### config.mk
export PLATFORM = sky130hd
export DESIGN_NAME = bsd_boot_loader
export DESIGN_NICKNAME = d
export VERILOG_FILES = /design/src/common/bsd_pkg.sv /design/src/common/bsd_stream_if.sv /design/src/rtl/bsd_boot_loader.sv /design/src/rtl/bsd_fifo.sv
export VERILOG_INCLUDE_DIRS = /design/src /design/src/common
export SDC_FILE = /design/constraint.sdc
export NUM_CORES = 1
export LEC_CHECK = 0
export BUFFER_PORTS_ARGS = -buffer_cell sky130_fd_sc_hd__clkbuf_2
export CORE_UTILIZATION = 35
export CTS_BUF_LIST = sky130_fd_sc_hd__clkbuf_4
export DETAILED_ROUTE_END_ITERATION = 16
export PLACE_DENSITY = 0.52
export SYNTH_ARGS = -nofsm -noshare
export SYNTH_HDL_FRONTEND = slang
export SYNTH_SLANG_ARGS = --single-unit
### constraint.sdc
create_clock -name clk -period 8.3 [get_ports clk]
set_input_delay 1.66 -clock clk [delete_from_list [all_inputs] [get_ports clk]]
set_output_delay 1.66 -clock clk [all_outputs]
set_load 0.01 [all_outputs]
### src/common/bsd_map.svh
`ifndef BSD_MAP_SVH
`define BSD_MAP_SVH
// clock and serial rates
`define BSD_CLK_HZ 100000000
`define BSD_BAUD_FAST 8192
`define BSD_BAUD_SLOW 1200
`define BSD_BAUD_F0 9600
`define BSD_BAUD_FD 5208
// sync characters
`define BSD_SYNC_ONES 8'hFF
`define BSD_SYNC_F0 8'hF0
`define BSD_SYNC_FD 8'hFD
`define BSD_SYNC_ZERO 8'h00
// idle timeouts in bit times (ten bits to a character)
`define BSD_TO_FOUR 8'd40
`define BSD_TO_F0 8'd49
`define BSD_TO_FD 8'd173
// download sizes and jump targets
`define BSD_FIXED_LEN 10'd256
`define BSD_RAM_BYTES 10'd512
`define BSD_RAM_BASE 16'h0000
`define BSD_EEPROM_BASE 16'hB600
`define BSD_BOOT_LO 16'hBF00
`define BSD_BOOT_HI 16'hBFFF
`define BSD_FIFO_DEPTH 8
`endif

### src/common/bsd_pkg.sv
package bsd_pkg;
  typedef enum logic [1:0] {
    ST_SYNC,
    ST_LOAD,
    ST_DONE
  } bsd_state_e;
  typedef logic [7:0] bsd_byte_t;
endpackage : bsd_pkg

### src/common/bsd_stream_if.sv
`timescale 1ns/100ps
`default_nettype none
interface bsd_stream_if #(parameter int W = 8);
  logic wr_valid;
  logic wr_ready;
  logic [W-1:0] wr_data;
  logic rd_valid;
  logic rd_ready;
  logic [W-1:0] rd_data;
  modport fifo (input wr_valid, wr_data, rd_ready, output wr_ready, rd_valid, rd_data);
  modport user (output wr_valid, wr_data, rd_ready, input wr_ready, rd_valid, rd_data);
endinterface : bsd_stream_if
`default_nettype wire

### src/rtl/bsd_boot_loader.sv
// Overview of operation
// - fixed-length build takes exactly 256 bytes after sync, 257 in all
// - variable-length load ends after four character times of idle receive line
// - idle timeout is armed only once the sync character has arrived
// - after reset the sync character is awaited forever, no timeout
// - reset pin low with both mode selects low selects emulation mode
// - emulated data pins drive only while emulated output enable is active
// - boot map bit cleared hides boot rom, user rom shows through
// - boot map bit resets 0 and locked normally; 1 and writable in bootstrap
// - boot map bit set makes overlapping reads return boot rom data
// - transmitter double buffered: holding register plus shifter
// - each download character echo starts four clock cycles after reception
// - ones sync at fast rate selects fast baud, four character timeout
// - ones sync at slow rate selects slow baud, four character timeout
// - extended: F0 sync selects 9600 baud, 4.9 character timeout
// - extended: FD sync selects 5208 baud, 17.3 character timeout
// - zero or break as first character jumps to eeprom start
// - sync only, then idle, ends load and jumps to ram start
`timescale 1ns/100ps
`default_nettype none
`include "bsd_map.svh"
module bsd_boot_loader #(
  parameter int FAST_DIV = `BSD_CLK_HZ / `BSD_BAUD_FAST,
  parameter int SLOW_DIV = `BSD_CLK_HZ / `BSD_BAUD_SLOW,
  parameter int F0_DIV = `BSD_CLK_HZ / `BSD_BAUD_F0,
  parameter int FD_DIV = `BSD_CLK_HZ / `BSD_BAUD_FD,
  parameter bit FIXED = 1'b0,
  parameter bit EXTENDED = 1'b0,
  parameter int DEPTH = `BSD_FIFO_DEPTH
) (
  input wire logic clk,
  input wire logic reset,
  input wire logic rxd,
  output logic txd,
  input wire logic bootstrap_mode,
  input wire logic reset_pin_n,
  input wire logic [1:0] mode_sel,
  input wire logic emulated_output_enable_pin_n,
  input wire logic [7:0] ep_array_data,
  output logic [7:0] ep_data_o,
  output logic ep_data_oe,
  input wire logic map_wr,
  input wire logic map_wdata,
  output logic boot_rom_map_enable,
  input wire logic [15:0] rd_addr,
  input wire logic [7:0] boot_rom_data,
  input wire logic [7:0] user_rom_data,
  output logic [7:0] rd_data,
  output logic ram_wr,
  output logic [15:0] ram_addr,
  output logic [7:0] ram_wdata,
  output logic jump,
  output logic [15:0] jump_addr
);
  localparam int DW = 20;
  bsd_pkg::bsd_state_e st_q;
  logic [DW-1:0] div_q;
  logic slow_q;
  logic [7:0] to_lim_q;
  logic [7:0] to_bits_q;
  logic [DW-1:0] idle_tim_q;
  logic rx_busy_q;
  logic [3:0] rx_idx_q;
  logic [DW-1:0] rx_tim_q;
  logic [7:0] rx_sh_q;
  logic rx_valid_q;
  logic pend_q;
  bsd_pkg::bsd_byte_t pend_byte_q;
  logic [9:0] cnt_q;
  logic hold_full_q;
  bsd_pkg::bsd_byte_t hold_q;
  logic tx_busy_q;
  logic [9:0] tx_sh_q;
  logic [3:0] tx_idx_q;
  logic [DW-1:0] tx_tim_q;
  logic strap_done_q;
  logic push;
  logic timeout;

  bsd_stream_if #(.W(8)) echo_s ();

  // true when a cycle counter reaches its last count
  function automatic logic last_cyc(input logic [DW-1:0] c, input logic [DW-1:0] d);
    last_cyc = (c == d - 1'b1);
  endfunction : last_cyc

  // receiver: start edge, mid-bit sampling, lsb first, stop bit
  always_ff @(posedge clk or posedge reset) begin
    if (reset) begin
      rx_busy_q <= 1'b0;
      rx_idx_q <= 4'h0;
      rx_tim_q <= '0;
      rx_sh_q <= 8'h00;
      rx_valid_q <= 1'b0;
    end else begin
      rx_valid_q <= 1'b0;
      if (!rx_busy_q) begin
        if (!rxd) begin
          rx_busy_q <= 1'b1;
          rx_idx_q <= 4'h0;
          rx_tim_q <= div_q >> 1;
        end
      end else if (last_cyc(rx_tim_q, div_q)) begin
        rx_tim_q <= '0;
        rx_idx_q <= rx_idx_q + 4'h1;
        if (rx_idx_q == 4'h0 && rxd) begin
          rx_busy_q <= 1'b0;
        end else if (rx_idx_q == 4'h9) begin
          rx_busy_q <= 1'b0;
          rx_valid_q <= 1'b1; // a break arrives as zero data
        end else if (rx_idx_q != 4'h0) begin
          rx_sh_q <= {rxd, rx_sh_q[7:1]};
        end
      end else begin
        rx_tim_q <= rx_tim_q + 1'b1;
      end
    end
  end

  // idle-line timer, counted in bit times, live only while loading
  always_ff @(posedge clk or posedge reset) begin
    if (reset) begin
      idle_tim_q <= '0;
      to_bits_q <= 8'h00;
    end else if (st_q != bsd_pkg::ST_LOAD || rx_busy_q || !rxd || pend_q) begin
      idle_tim_q <= '0;
      to_bits_q <= 8'h00;
    end else if (last_cyc(idle_tim_q, div_q)) begin
      idle_tim_q <= '0;
      to_bits_q <= to_bits_q + 8'h01;
    end else begin
      idle_tim_q <= idle_tim_q + 1'b1;
    end
  end
  assign timeout = !FIXED && (to_bits_q >= to_lim_q);

  // download sequencing: sync decode, load, jump
  always_ff @(posedge clk or posedge reset) begin
    if (reset) begin
      st_q <= bsd_pkg::ST_SYNC;
      div_q <= DW'(FAST_DIV);
      slow_q <= 1'b0;
      to_lim_q <= `BSD_TO_FOUR;
      jump <= 1'b0;
      jump_addr <= 16'h0000;
    end else begin
      jump <= 1'b0;
      unique case (st_q)
        bsd_pkg::ST_SYNC: begin
          if (rx_valid_q) begin
            if (rx_sh_q == `BSD_SYNC_ZERO) begin
              st_q <= bsd_pkg::ST_DONE;
              jump <= 1'b1;
              jump_addr <= `BSD_EEPROM_BASE;
            end else if (rx_sh_q == `BSD_SYNC_ONES) begin
              st_q <= bsd_pkg::ST_LOAD;
              to_lim_q <= `BSD_TO_FOUR;
            end else if (EXTENDED && !slow_q && rx_sh_q == `BSD_SYNC_F0) begin
              st_q <= bsd_pkg::ST_LOAD;
              div_q <= DW'(F0_DIV);
              to_lim_q <= `BSD_TO_F0;
            end else if (EXTENDED && !slow_q && rx_sh_q == `BSD_SYNC_FD) begin
              st_q <= bsd_pkg::ST_LOAD;
              div_q <= DW'(FD_DIV);
              to_lim_q <= `BSD_TO_FD;
            end else begin
              slow_q <= ~slow_q; // retry at the other rate
              div_q <= slow_q ? DW'(FAST_DIV) : DW'(SLOW_DIV);
            end
          end
        end
        bsd_pkg::ST_LOAD: begin
          if (timeout || (FIXED && cnt_q == `BSD_FIXED_LEN) || cnt_q == `BSD_RAM_BYTES) begin
            st_q <= bsd_pkg::ST_DONE;
            jump <= 1'b1;
            jump_addr <= `BSD_RAM_BASE;
          end
        end
        bsd_pkg::ST_DONE: begin
          st_q <= bsd_pkg::ST_DONE;
        end
      endcase
    end
  end

  // catch a program byte, stall until the echo queue takes it
  always_ff @(posedge clk or posedge reset) begin
    if (reset) begin
      pend_q <= 1'b0;
      pend_byte_q <= 8'h00;
    end else begin
      if (rx_valid_q && st_q == bsd_pkg::ST_LOAD) begin
        pend_q <= 1'b1;
        pend_byte_q <= rx_sh_q;
      end else if (push) begin
        pend_q <= 1'b0;
      end
    end
  end
  assign push = pend_q && echo_s.wr_ready && st_q == bsd_pkg::ST_LOAD;
  assign echo_s.wr_valid = pend_q && st_q == bsd_pkg::ST_LOAD;
  assign echo_s.wr_data = pend_byte_q;

  // ram store at consecutive addresses from the base
  always_ff @(posedge clk or posedge reset) begin
    if (reset) begin
      cnt_q <= 10'h000;
      ram_wr <= 1'b0;
      ram_addr <= 16'h0000;
      ram_wdata <= 8'h00;
    end else begin
      ram_wr <= push;
      if (push) begin
        ram_addr <= `BSD_RAM_BASE + {6'h00, cnt_q};
        ram_wdata <= pend_byte_q;
        cnt_q <= cnt_q + 10'h001;
      end
    end
  end

  bsd_fifo #(.W(8), .D(DEPTH)) i_bsd_fifo (
    .clk(clk),
    .reset(reset),
    .s(echo_s)
  );

  // transmit holding register fed from the echo queue
  assign echo_s.rd_ready = !hold_full_q;
  always_ff @(posedge clk or posedge reset) begin
    if (reset) begin
      hold_full_q <= 1'b0;
      hold_q <= 8'h00;
    end else if (!hold_full_q && echo_s.rd_valid) begin
      hold_full_q <= 1'b1;
      hold_q <= echo_s.rd_data;
    end else if (hold_full_q && !tx_busy_q) begin
      hold_full_q <= 1'b0;
    end
  end

  // transmit shifter: start, eight data bits, stop
  always_ff @(posedge clk or posedge reset) begin
    if (reset) begin
      tx_busy_q <= 1'b0;
      tx_sh_q <= 10'h3FF;
      tx_idx_q <= 4'h0;
      tx_tim_q <= '0;
      txd <= 1'b1;
    end else if (!tx_busy_q) begin
      if (hold_full_q) begin
        tx_busy_q <= 1'b1;
        tx_sh_q <= {1'b1, hold_q, 1'b0};
        tx_idx_q <= 4'h0;
        tx_tim_q <= '0;
        txd <= 1'b0;
      end
    end else if (last_cyc(tx_tim_q, div_q)) begin
      tx_tim_q <= '0;
      if (tx_idx_q == 4'h9) begin
        tx_busy_q <= 1'b0;
        txd <= 1'b1;
      end else begin
        tx_idx_q <= tx_idx_q + 4'h1;
        txd <= tx_sh_q[tx_idx_q + 4'h1];
      end
    end else begin
      tx_tim_q <= tx_tim_q + 1'b1;
    end
  end

  // eprom emulation pins while the reset pin is held low
  always_ff @(posedge clk or posedge reset) begin
    if (reset) begin
      ep_data_oe <= 1'b0;
      ep_data_o <= 8'h00;
    end else begin
      ep_data_oe <= !reset_pin_n && mode_sel == 2'b00 && !emulated_output_enable_pin_n;
      ep_data_o <= ep_array_data;
    end
  end

  // boot map bit: strap caught after release, locked outside bootstrap
  always_ff @(posedge clk or posedge reset) begin
    if (reset) begin
      strap_done_q <= 1'b0;
      boot_rom_map_enable <= 1'b0;
    end else if (!strap_done_q) begin
      strap_done_q <= 1'b1;
      boot_rom_map_enable <= bootstrap_mode;
    end else if (map_wr && bootstrap_mode) begin
      boot_rom_map_enable <= map_wdata;
    end
  end

  // read path: boot rom overlays user rom while mapped
  always_ff @(posedge clk or posedge reset) begin
    if (reset) begin
      rd_data <= 8'h00;
    end else if (boot_rom_map_enable && rd_addr >= `BSD_BOOT_LO && rd_addr <= `BSD_BOOT_HI) begin
      rd_data <= boot_rom_data;
    end else begin
      rd_data <= user_rom_data;
    end
  end
endmodule : bsd_boot_loader
`default_nettype wire

### src/rtl/bsd_fifo.sv
`timescale 1ns/100ps
`default_nettype none
module bsd_fifo #(
  parameter int W = 8,
  parameter int D = 8
) (
  input wire logic clk,
  input wire logic reset,
  bsd_stream_if.fifo s
);
  localparam int AW = (D > 1) ? $clog2(D) : 1;
  logic [W-1:0] mem_q [D];
  logic [AW-1:0] wp_q;
  logic [AW-1:0] rp_q;
  logic [AW:0] cnt_q;
  logic push;
  logic pop;

  // handshakes and honest flags
  assign s.wr_ready = (cnt_q != (AW+1)'(D));
  assign s.rd_valid = (cnt_q != '0);
  assign s.rd_data = mem_q[rp_q];
  assign push = s.wr_valid && s.wr_ready;
  assign pop = s.rd_valid && s.rd_ready;

  // storage
  always_ff @(posedge clk) begin
    if (push) begin
      mem_q[wp_q] <= s.wr_data;
    end
  end

  // pointers and fill count
  always_ff @(posedge clk or posedge reset) begin
    if (reset) begin
      wp_q <= '0;
      rp_q <= '0;
      cnt_q <= '0;
    end else begin
      if (push) begin
        wp_q <= (wp_q == AW'(D-1)) ? '0 : wp_q + 1'b1;
      end
      if (pop) begin
        rp_q <= (rp_q == AW'(D-1)) ? '0 : rp_q + 1'b1;
      end
      cnt_q <= cnt_q + (AW+1)'(push) - (AW+1)'(pop);
    end
  end
endmodule : bsd_fifo
`default_nettype wire

**Word-level counts from Yosys, hierarchy flattened**

Memories as Yosys holds them, arrays and structs flattened. A register that Yosys moved wholly into a read port is not among the register bits.
Index checks and enable logic that the tools add are counted.

- Word-level logic and storage cells: 179
- Output and inout bits: 61
- Memory bits (writable): 64
- Input port bits: 50
- Bits in registers: 205
- Memories: 1

Memory list:

| name | words | bits a word | read ports | clocked after Yosys merged registers in | write ports | RTL line | source |
|---|---|---|---|---|---|---|---|
| i_bsd_fifo.mem_q | 8 | 8 | 1 | 1 | 1 | bsd_fifo.sv:12 | `logic [W-1:0] mem_q [D];` |

- Mux-type cells: 61
- $add $sub $neg: 12
- Order comparisons: 4
- Bitwise operators: 6
- Reductions and logical operators: 41
- Eq/ne operators: 22

Operator list:

| cell | number |
|---|---|
| $mux 20 | 8 |
| $add 20x1->20 const B | 3 |
| $eq 20x20->1 | 3 |
| $mux 16 | 3 |
| $pmux 16 s2 | 1 |
| $mux 1 | 29 |
| $mux 4 | 7 |
| $mux 8 | 3 |
| $sub 20x1->20 const B | 1 |
| $mux 17 | 1 |
| $ge 16x16->1 const B | 1 |
| $le 16x16->1 const B | 1 |
| $logic_and 1x1->1 | 13 |
| $add 10x1->10 const B | 1 |
| $eq 10x10->1 const B | 1 |
| $ne 2x1->1 const B | 5 |
| $reduce_bool 2->1 | 5 |
| $add 4x1->4 const B | 2 |
| $add 8x1->8 const B | 1 |
| $eq 4x4->1 const B | 2 |
| $eq 8x8->1 const B | 1 |
| $ge 8x6->1 const B | 1 |
| $logic_not 8->1 | 1 |
| $mux 2 | 4 |
| other kinds (24) | 48 |

**Logic depth before layout (Yosys ltp)**

Gate-level depths: netlist of run 1.

- Depth in word-level cells: 6
- Gate-level depth with buffers: 10
- Gate-level depth less buffers: 9

**Cells and area by module**

Synthesis of run 1 repeated with hierarchy kept, for this count alone.

- Cell total of the unflattened synthesis: 974
- Area, all modules: 11379.7 um^2

By module, submodules not included:

| module | area an instance (um^2) | cells each | times used | seq. area each (um^2) |
|---|---|---|---|---|
| bsd_boot_loader | 8284.2 | 824 | 1 | 4242.8 |
| bsd_fifo | 3095.5 | 150 | 1 | 2172.1 |

**Least setup slack after synthesis of run 1**

OpenSTA, ideal clock, no wires.

- Path kind: in2reg
- Start point: input port rd_addr[14]
- End point: register rd_data[0]
- Stages: 3
- Buffers on the path: 0
- Library setup time: 0.125 ns
- Path slack: 5.383 ns
- Arrival: 2.792 ns
- Data required time: 8.175 ns
- Cell sequence: nand3b_1 > nor3_1 > mux2_2

- Longest elaborated chain between the ends: 4
- Elaborated cells between the ends (all ways): 5
- Classes of those cells: order compare (2); mux (1); reduce/logical (2)

RTL lines:

| what | RTL line | source |
|---|---|---|
| start: declaration | bsd_boot_loader.sv:45 | `input wire logic [15:0] rd_addr,` |
| $ge 16x16->1 (no line) | -- |  |
| $logic_and 1x1->1 (no line) | -- |  |
| $logic_and 1x1->1 (no line) (*) | -- |  |
| $mux 8 (*) | bsd_boot_loader.sv:299 | `` end else if (boot_rom_map_enable && rd_addr >= `BSD_BOOT_LO && rd_addr <= `BSD_BOOT_HI) begin `` |
| end signal: assignment | bsd_boot_loader.sv:300 | `rd_data <= boot_rom_data;` |
| end signal: assignment | bsd_boot_loader.sv:302 | `rd_data <= user_rom_data;` |
| end: declaration | bsd_boot_loader.sv:48 | `output logic [7:0] rd_data,` |

Mark *: on every way between the ends. The rest lies on a longest branch, timed or not.
A chain may end at the register's enable or synchronous reset.

**Final worst setup path of run 1**

- Start point: register st_q[1]
- End point: memory i_bsd_fifo.mem_q[6][6], enable pin

- Longest elaborated chain between the ends: 5

RTL lines:

| what | RTL line | source |
|---|---|---|
| start: declaration | bsd_boot_loader.sv:56 | `bsd_pkg::bsd_state_e st_q;` |
| start signal: assignment | bsd_boot_loader.sv:140 | `st_q <= bsd_pkg::ST_SYNC;` |
| start signal: assignment | bsd_boot_loader.sv:152 | `st_q <= bsd_pkg::ST_DONE;` |
| start signal: assignment | bsd_boot_loader.sv:156 | `st_q <= bsd_pkg::ST_LOAD;` |
| $eq 2x1->1 | bsd_boot_loader.sv:201 | `assign echo_s.wr_valid = pend_q && st_q == bsd_pkg::ST_LOAD;` |
| $logic_and 1x1->1 | bsd_boot_loader.sv:201 |  |
| $logic_and 1x1->1 | bsd_fifo.sv:23 | `assign push = s.wr_valid && s.wr_ready;` |
| $mux 1 | bsd_fifo.sv:28 | `if (push) begin` |
| $mux 1 (not written as such) | bsd_fifo.sv:29 | `mem_q[wp_q] <= s.wr_data;` |
| end: declaration | bsd_fifo.sv:12 |  |

Every way passes these cells.

==> results of run 1 <==
[cell families after synthesis]
| logic type | synth area share [%] |
|---|---|
| DFF | 57.0 |
| buffers and inverters | 4.11 |
| adders and majority gates | 2.84 |
| muxes | 7.64 |
| xor gates and xnor gates | 3.81 |
| AOI/OAI and AO/OA | 7.53 |
| and+or+nand+nor | 17.0 |
| other | 0.0667 |
[power by group]
group / leakage [nW] / internal [mW] / switching [mW]
clock network: 0.554 / 0.653 / 0.517
registers: 2.80 / 1.26 / 0.0620
logic: 2.05 / 0.0549 / 0.0732
total: 5.41 / 1.97 / 0.652
[layout make-up]
type,count,area share [%]
antenna,2,0.0385
clock buffer,107,6.18
clock inverter,21,1.15
inverter,36,1.10
multi-input combinational,677,34.4
sequential,243,49.4
tap,402,3.87
timing repair buffer,96,3.91
[per-layer routing]
metal,vias up,wire length (µm)
met2,155,10900
met1,3862,10900
met3,55,1020
met5,-,0
met4,0,575
li1,3858,-
[worst max path at each step]
stage	startpoint	to	slack, ps	depth (start not counted)
after global placement	rxd	idle_tim_q[7]	4770	6
after CTS	st_q[1]	i_bsd_fifo.mem_q[7][2]	5120	8
final	st_q[1]	i_bsd_fifo.mem_q[6][6]	5190	8
after global routing	st_q[1]	i_bsd_fifo.mem_q[2][0]	4900	9
after detailed placement	rxd	idle_tim_q[11]	4690	6
after floorplan	reset	boot_rom_map_enable	1800	1
[through the flow]
stage / setup WS [ps] / hold WS [ps]
CTS: 5120 / 455
global placement: 4770 / 446
global route: 4900 / 478
floorplan: 1800 / 437
finish: 5190 / 455
detailed placement: 4690 / 451
[state kept, by name (all words and copies together), names as in the netlist, 9 cells and up]
register / cells
cnt_q: 10
i_bsd_fifo.mem_q: 64
idle_tim_q: 20
ram_addr: 10
rx_tim_q: 20
tx_sh_q: 9
tx_tim_q: 20
[worst max-delay path, cell delays in order (launching register included)]
cell,delay [ps]
dfrtp_1,360
inv_1,90
ha_1,250
nand2_1,110
a21o_1,160
buf_4,240
clkinv_1,460
nand2_1,230
nor3b_2,780
[synth_stat cells, drive strengths merged (2+ instances only)]
library cell    n
dfrtp         168
nand2         147
nor2           67
edfxtp         64
nand3          44
o21ai          39
a21oi          36
inv            35
nand4          32
xor2           32
buf            29
clkbuf         29
mux2           28
ha             24
nor3           23
mux4           18
xnor2          17
nor4           16
mux2i          14
and3           11
dfstp          11
a22o            7
a31oi           7
nor4b           7
o22ai           7
or4             7
nand2b          6
or3             6
and2            5
o31ai           5
a21o            4
o211ai          4
o311ai          4
a22oi           3
nand3b          3
nand4b          3
o2111ai         3
o21a            3
or2             3
a211o           2
a41oi           2
and4b           2
conb            2
nor3b           2
==> impl_results.md, run 1 <==
- Syn Inst Count: 998
- CTS max path bufs: 3
- Via/cell ratio: 5.01
- Die H: 181 µm
- Minimum clock period: roughly 3100 ps
- Setup_tns: 0 ps
- Required @ worst endpoint: 8560 ps
- Total power: 2.62 mW
- Number of fill cells: 3079
- Vias in the first global route: between 7k and 8k
- Hold-fix buffers, CTS: 0
- Setup violators final: 0
- Drt total wl: 23400 µm
- Register area: about 6400 µm²
- Ys async rst share: 73.7%
- Input/output buffers: 85
- H-tree depth: 3
- CP Class: flip-flop to flip-flop
- Post_cts resized: 0
- Most common cell after layout, fill and taps aside: dfrtp_1
- Fin cells: 1584
- HP Start: tx_sh_q[6]
- Post-synth top area share: 37.3%
- Yosys top cell by area: dfrtp_1
- Unrepaired setup endpoints after global routing: false
- Core Util, Final: around 41%
- Final instance area: between 10000 and 15000 µm²
- Skew-Pair Late Insertion Delay: about 680 ps
- Chip width: around 180 µm
- Max_cap viols: 0
- Detail Route Antenna Nets: 0
- Ys Warns: 0
- R2R Path Start: st_q[1]
- Post-CTS repair timing setup buffer count: 0
- Synthesis-stage register bit count: 243
- Detailed-placement wirelength estimate: 14800 µm
- Die Footprint: 32900 µm²
- Initial antenna violation count: 1
- Skew final: 67.4 ps
- Reg-to-reg endpoint: i_bsd_fifo.mem_q[6][6]
- CTS root buf: clkbuf_4
- Worst Reg-to-Reg Cells: 8
- Syn-to-layout area delta: 15.4%
- Initial DRC Count: 370
- Residual DRC: 0
- Setup crit end kind: flip-flop
- Gr ovfl total: 0
- Most frequent cells in the layout: dfrtp_1 (168), nand2_1 (147), clkbuf_4 (107)
- Clk pin slew, worst setup/hold paths: 60 ps
- Worst-path fanout max: 32
- Final worst path period share: ~37%
- Synth unique cells: 72
- Worst hold path cell count: 2
- Avg Cell Area, Syn: 11.3 µm²
- Leading post-synthesis cells by cell area: dfrtp_1 (37%), edfxtp_1 (17%), nand2_1 (4.9%)
- Avg WL per Cell: 14.8 µm
- Final slew viol count: 0
- Layout cell share with drive strength beyond 1: 24.1%
- Met1 usage: 20.2%
- Worst-margin pin slew: 1230 ps
- M3 GR Usage: 3.33%
- GRT Util Overall: about 15%
- Status: completed
- Vias: just under 8k
- Crit start category: flip-flop
- Fin. Hold Viols: 0
- Cells after DPL: 1454
- GPL Wtd Cong: 0.800
- Post-synthesis cell area: 11300 µm²
- Most used routing layer: met2
- Reg2reg setup slack: just over 5000 ps
- Initial Utilization: 35.6%
- Area of the multi-input gates: 4470 µm²
- Register area share after synthesis: between 50% and 60%
- Power Dens Cells: 202 nW/µm²
- CTS Sinks: approximately 240
- Largest net degree at the start of global routing: 111
- VDD IR-drop max: 0.126 mV
- Worst min path class: flip-flop to flip-flop
- Nets: 1201
- Core area: 31600 µm²
- CTS tree: done
- Critical Path AT: approximately 3400 ps
- Dominant synthesized flop cell: dfrtp_1
- 1st-pass router iterations: 4
- Rows: 65
- Global Route met2 Usage: between 20% and 30%
- Static leakage: 5.41 nW
- Global-route wire length before repair: 39800 µm
- CTS Buf Count: 72
- Rel. slew slack: roughly 18%
- Max Freq: 322 MHz
- Post-DP Area: between 10000 and 15000 µm²
- Top-Level Pins: between 100 and 150
- Post-synth EDFFs: 64
- Hold Path End: tx_sh_q[6]
No activity file was read; power rests on OpenSTA's default activity.
==> run 2, diff against run 1 <==
--- a/config.mk
+++ b/config.mk
@@ -6,6 +6,7 @@
 export SDC_FILE = /design/constraint.sdc
 export NUM_CORES = 1
 export LEC_CHECK = 0
+export ABC_AREA = 1
 export BUFFER_PORTS_ARGS = -buffer_cell sky130_fd_sc_hd__clkbuf_2
 export CORE_UTILIZATION = 35
 export CTS_BUF_LIST = sky130_fd_sc_hd__clkbuf_4
==> constraint.sdc (replaced) <==
create_clock -name clk -period 3.1 [get_ports clk]
set_input_delay 0.62 -clock clk [delete_from_list [all_inputs] [get_ports clk]]
set_output_delay 0.62 -clock clk [all_outputs]
set_load 0.01 [all_outputs]
==> run 2 against run 1 <==
Critical path depth decreased by 1. Clock power increased by 150%. Final cell count increased by 25%. Power increased to 2.6 times the previous value. Clock-buffer cell count decreased by 9. Final area increased by 5.4%. Die area increased by 5.3%. Routed wire length increased by 13%. Largest cell class unchanged. Highest routed layer unchanged.
==> impl_results.md, run 2 <==
- Leading post-synthesis cells by instance count: nand2_1 (289), dfrtp_1 (168), nor2_1 (157)
- Drt total wl: approximately 27000 µm
- Worst min path class: input port to flip-flop
- Dominant synthesized flop cell: dfrtp_1
- Number of fill cells: ~3.3k
- Minimum clock period: 2140 ps
- Largest family of logic cells by synthesized area: simple AND/OR/NAND/NOR gates
- Sequential Power Share: around 51%
- Mux share of post-synthesis cell area: 0%
- Critical-path cell list: clkinv_2 -> nand2_1 -> nand3_1 -> nor2_2 -> nand2_4 -> nand2_4 -> nor2_1
- Detail Route Antenna Nets: 0
- Die H: 186 µm
- Crit path largest cell delay: about 830 ps
- P_sw: roughly 1.8 mW
- H-tree depth: 3
- Unrepaired setup endpoints after global routing: false
- Post-synthesis simple-gate area fraction: 23.1%
- Post-synthesis cell area: 11900 µm²
- GPL Wtd Cong: 0.845
- Hold slack: ~96 ps
- Chip width: about 190 µm
- Leading post-synthesis cells by cell area: dfrtp_1 (35%), edfxtp_1 (16%), nand2_1 (9.1%)
- Combinational Power Share: between 6 and 7%
- CP max-delay cell: dfstp_2
- Avg Cell Area, Syn: 8.85 µm²
- Fin cells: 1980
- Avg WL per Cell: between 10 and 15 µm
- Cells after DPL: 1852
- Largest reg by FF count: i_bsd_fifo.mem_q
- Place WS: 952 ps
- Ys Warns: 0
- Max Freq: roughly 470 MHz
- CP dominant cell by count: nand2_4
- Internal power: between 5 and 6 mW
- Input/output buffers: 85
- Residual DRC: 0
- Initial antenna violation count: 2
- Setup violators final: 0
- M3 GR Usage: under 10%
- Setup_tns: 0 ps
- 1st-pass router iterations: 4
- Worst-margin pin slew: 996 ps
- Initial DRC Count: 461
- Global-route wire length before repair: 44400 µm
- Global Route met2 Usage: 26.6%
- Max_cap viols: 0
- Skew final: 47.9 ps
- Final slew viol count: 0
- Register area share after synthesis: between 50% and 60%
- Detailed-placement wirelength estimate: 17500 µm
- Power Dens Cells: 502 nW/µm²
- Yosys top cell by area: dfrtp_1
- Top-count cell post-synth: nand2_1
- CTS Sinks: 243
- CTS max path bufs: 3
- Crit path max-delay family: simple AND/OR/NAND/NOR gates
- VDD IR-drop max: 0.218 mV
- Layout cell share with drive strength beyond 1: 17.0%
- Gr ovfl total: 0
- Top-Level Pins: roughly 110
- Vias in the first global route: 9047
- Final worst path period share: 69.0%
- Post-synth top area share: around 35%
- GRT Util Overall: about 16%
- Final WS setup: 961 ps
- Skew-Pair Late Insertion Delay: 690 ps
- Synth unique cells: 46
- CP Class: flip-flop to flip-flop
- Post-synth EDFFs: 64
- Most used routing layer: met2
- Register area: 6410 µm²
- Area of the multi-input gates: 4600 µm²
- Most frequent cells in the layout: nand2_1 (289), dfrtp_1 (168), nor2_1 (157)
- Largest net degree at the start of global routing: 70
- Most common cell after layout, fill and taps aside: nand2_1
- Max FFs per register: 64
- Fin. Hold Viols: 0
- Synthesis-stage register bit count: 243
- Clock Power Share: between 40% and 50%
- Critical Path AT: 2670 ps
- Post_cts resized: 0
- Rel. slew slack: between 30% and 40%
- Via/cell ratio: 4.68
- Worst-path fanout max: 19
- Static leakage: 6.04 nW
- Vias: 9273
- Die Footprint: ~35000 µm²
- CTS root buf: clkbuf_4
- Setup crit end kind: flip-flop
- Clk pin slew, worst setup/hold paths: 60 ps
- Initial Utilization: 35.5%
- Status: completed
- Core area: 33400 µm²
- Crit start category: flip-flop
- Syn-to-layout area delta: 15.4%
- Worst Path Buf+Inv: 1
- CTS tree: done
- Rows: 67
- Synth Area in XOR/XNOR: just over 4%
- Met1 usage: between 20% and 30%
- CTS Buf Count: 69
- Adder-Cell Fraction of Synth Area: 2.70%
- Syn Inst Count: 1340
- Ys async rst share: about three quarters
- Required @ worst endpoint: 3630 ps
- Post-synthesis compound-gate area fraction: 8.37%
- Nets: 1559
- Switching share of power: between 20% and 30%
run 2: cell count changes after synthesis, moves of 18 or more:
| cell | before | now |
|---|---|---|
| mux2_2 | 28 | 0 |
| nand2_1 | 147 | 289 |
| nor2_1 | 67 | 157 |
| nand3_1 | 44 | 94 |
| o21ai_0 | 39 | 102 |
| inv_1 | 35 | 135 |
| a21oi_1 | 36 | 18 |
| mux4_2 | 18 | 0 |
run 2: repair_timing:
item | in CTS | in global routing
endpoints found under the setup margin | 0 | 0
buffers inserted | 0 | 0
hold buffers | 9 | 0
hold endpoints to repair | 31 | 0
run 2: worst paths after layout:
check | slack, ps | startpoint | to | cells past startpoint
setup / recovery | 960 | div_q[13] | idle_tim_q[3] | 7
hold reg to reg | 460 | tx_sh_q[0] | tx_sh_q[0] | 2
max in group asynchronous | 1750 | reset | idle_tim_q[5] | 4
setup reg to reg | 960 | div_q[13] | idle_tim_q[3] | 7
hold / removal | 100 | emulated_output_enable_pin_n | ep_data_oe | 2
min in group asynchronous | 560 | reset | ep_data_o[7] | 3
run 2: final cells by class:
| type | instances | share of cell area, % |
|---|---|---|
| clock buffer | 98 | 5.37 |
| tap | 448 | 4.09 |
| clock inverter | 20 | 0.859 |
| inverter | 152 | 4.20 |
| sequential | 243 | 46.8 |
| multi-input combinational | 905 | 33.6 |
| antenna | 1 | 0.0183 |
| timing repair buffer | 113 | 4.99 |
run 2: per-stage QoR:
step,util (%),power [mW],instance area (µm²)
2_1_floorplan,-,3.90,11900
3_3_place_gp,38.1,4.02,12700
3_5_place_dp,38.1,4.03,12700
4_1_cts,40.9,7.02,13700
5_1_grt,40.9,7.28,13700
6_report,40.9,6.87,13700
run 2: per-layer routing:
| metal | part of all wire (%) | vias up |
|---|---|---|
| met5 | 0 | - |
| met4 | 2.3 | 0 |
| met3 | 5.1 | 55 |
| met2 | 48 | 197 |
| met1 | 45 | 4322 |
| li1 | - | 4699 |
run 2: kinds of logic (layout without fill, tap and decap cells):
group | count (synthesis) | after routing
flip-flops | 243 | 243
AND/OR/NAND/NOR | 628 | 628
other | 2 | 19
buffers and inverters | 208 | 383
AO/OA/AOI/OAI | 179 | 179
adder cells (fa/ha/maj) | 25 | 25
XOR/XNOR | 55 | 55
run 2: power groups by stage:
stage | Combinational, mW | Sequential (mW) | Clock [mW]
5_1_grt | 0.543 | 3.52 | 3.21
6_report | 0.462 | 3.51 | 2.89
2_1_floorplan | 0.355 | 3.54 | 0
4_1_cts | 0.470 | 3.51 | 3.04
3_5_place_dp | 0.462 | 3.57 | 0
3_3_place_gp | 0.454 | 3.57 | 0
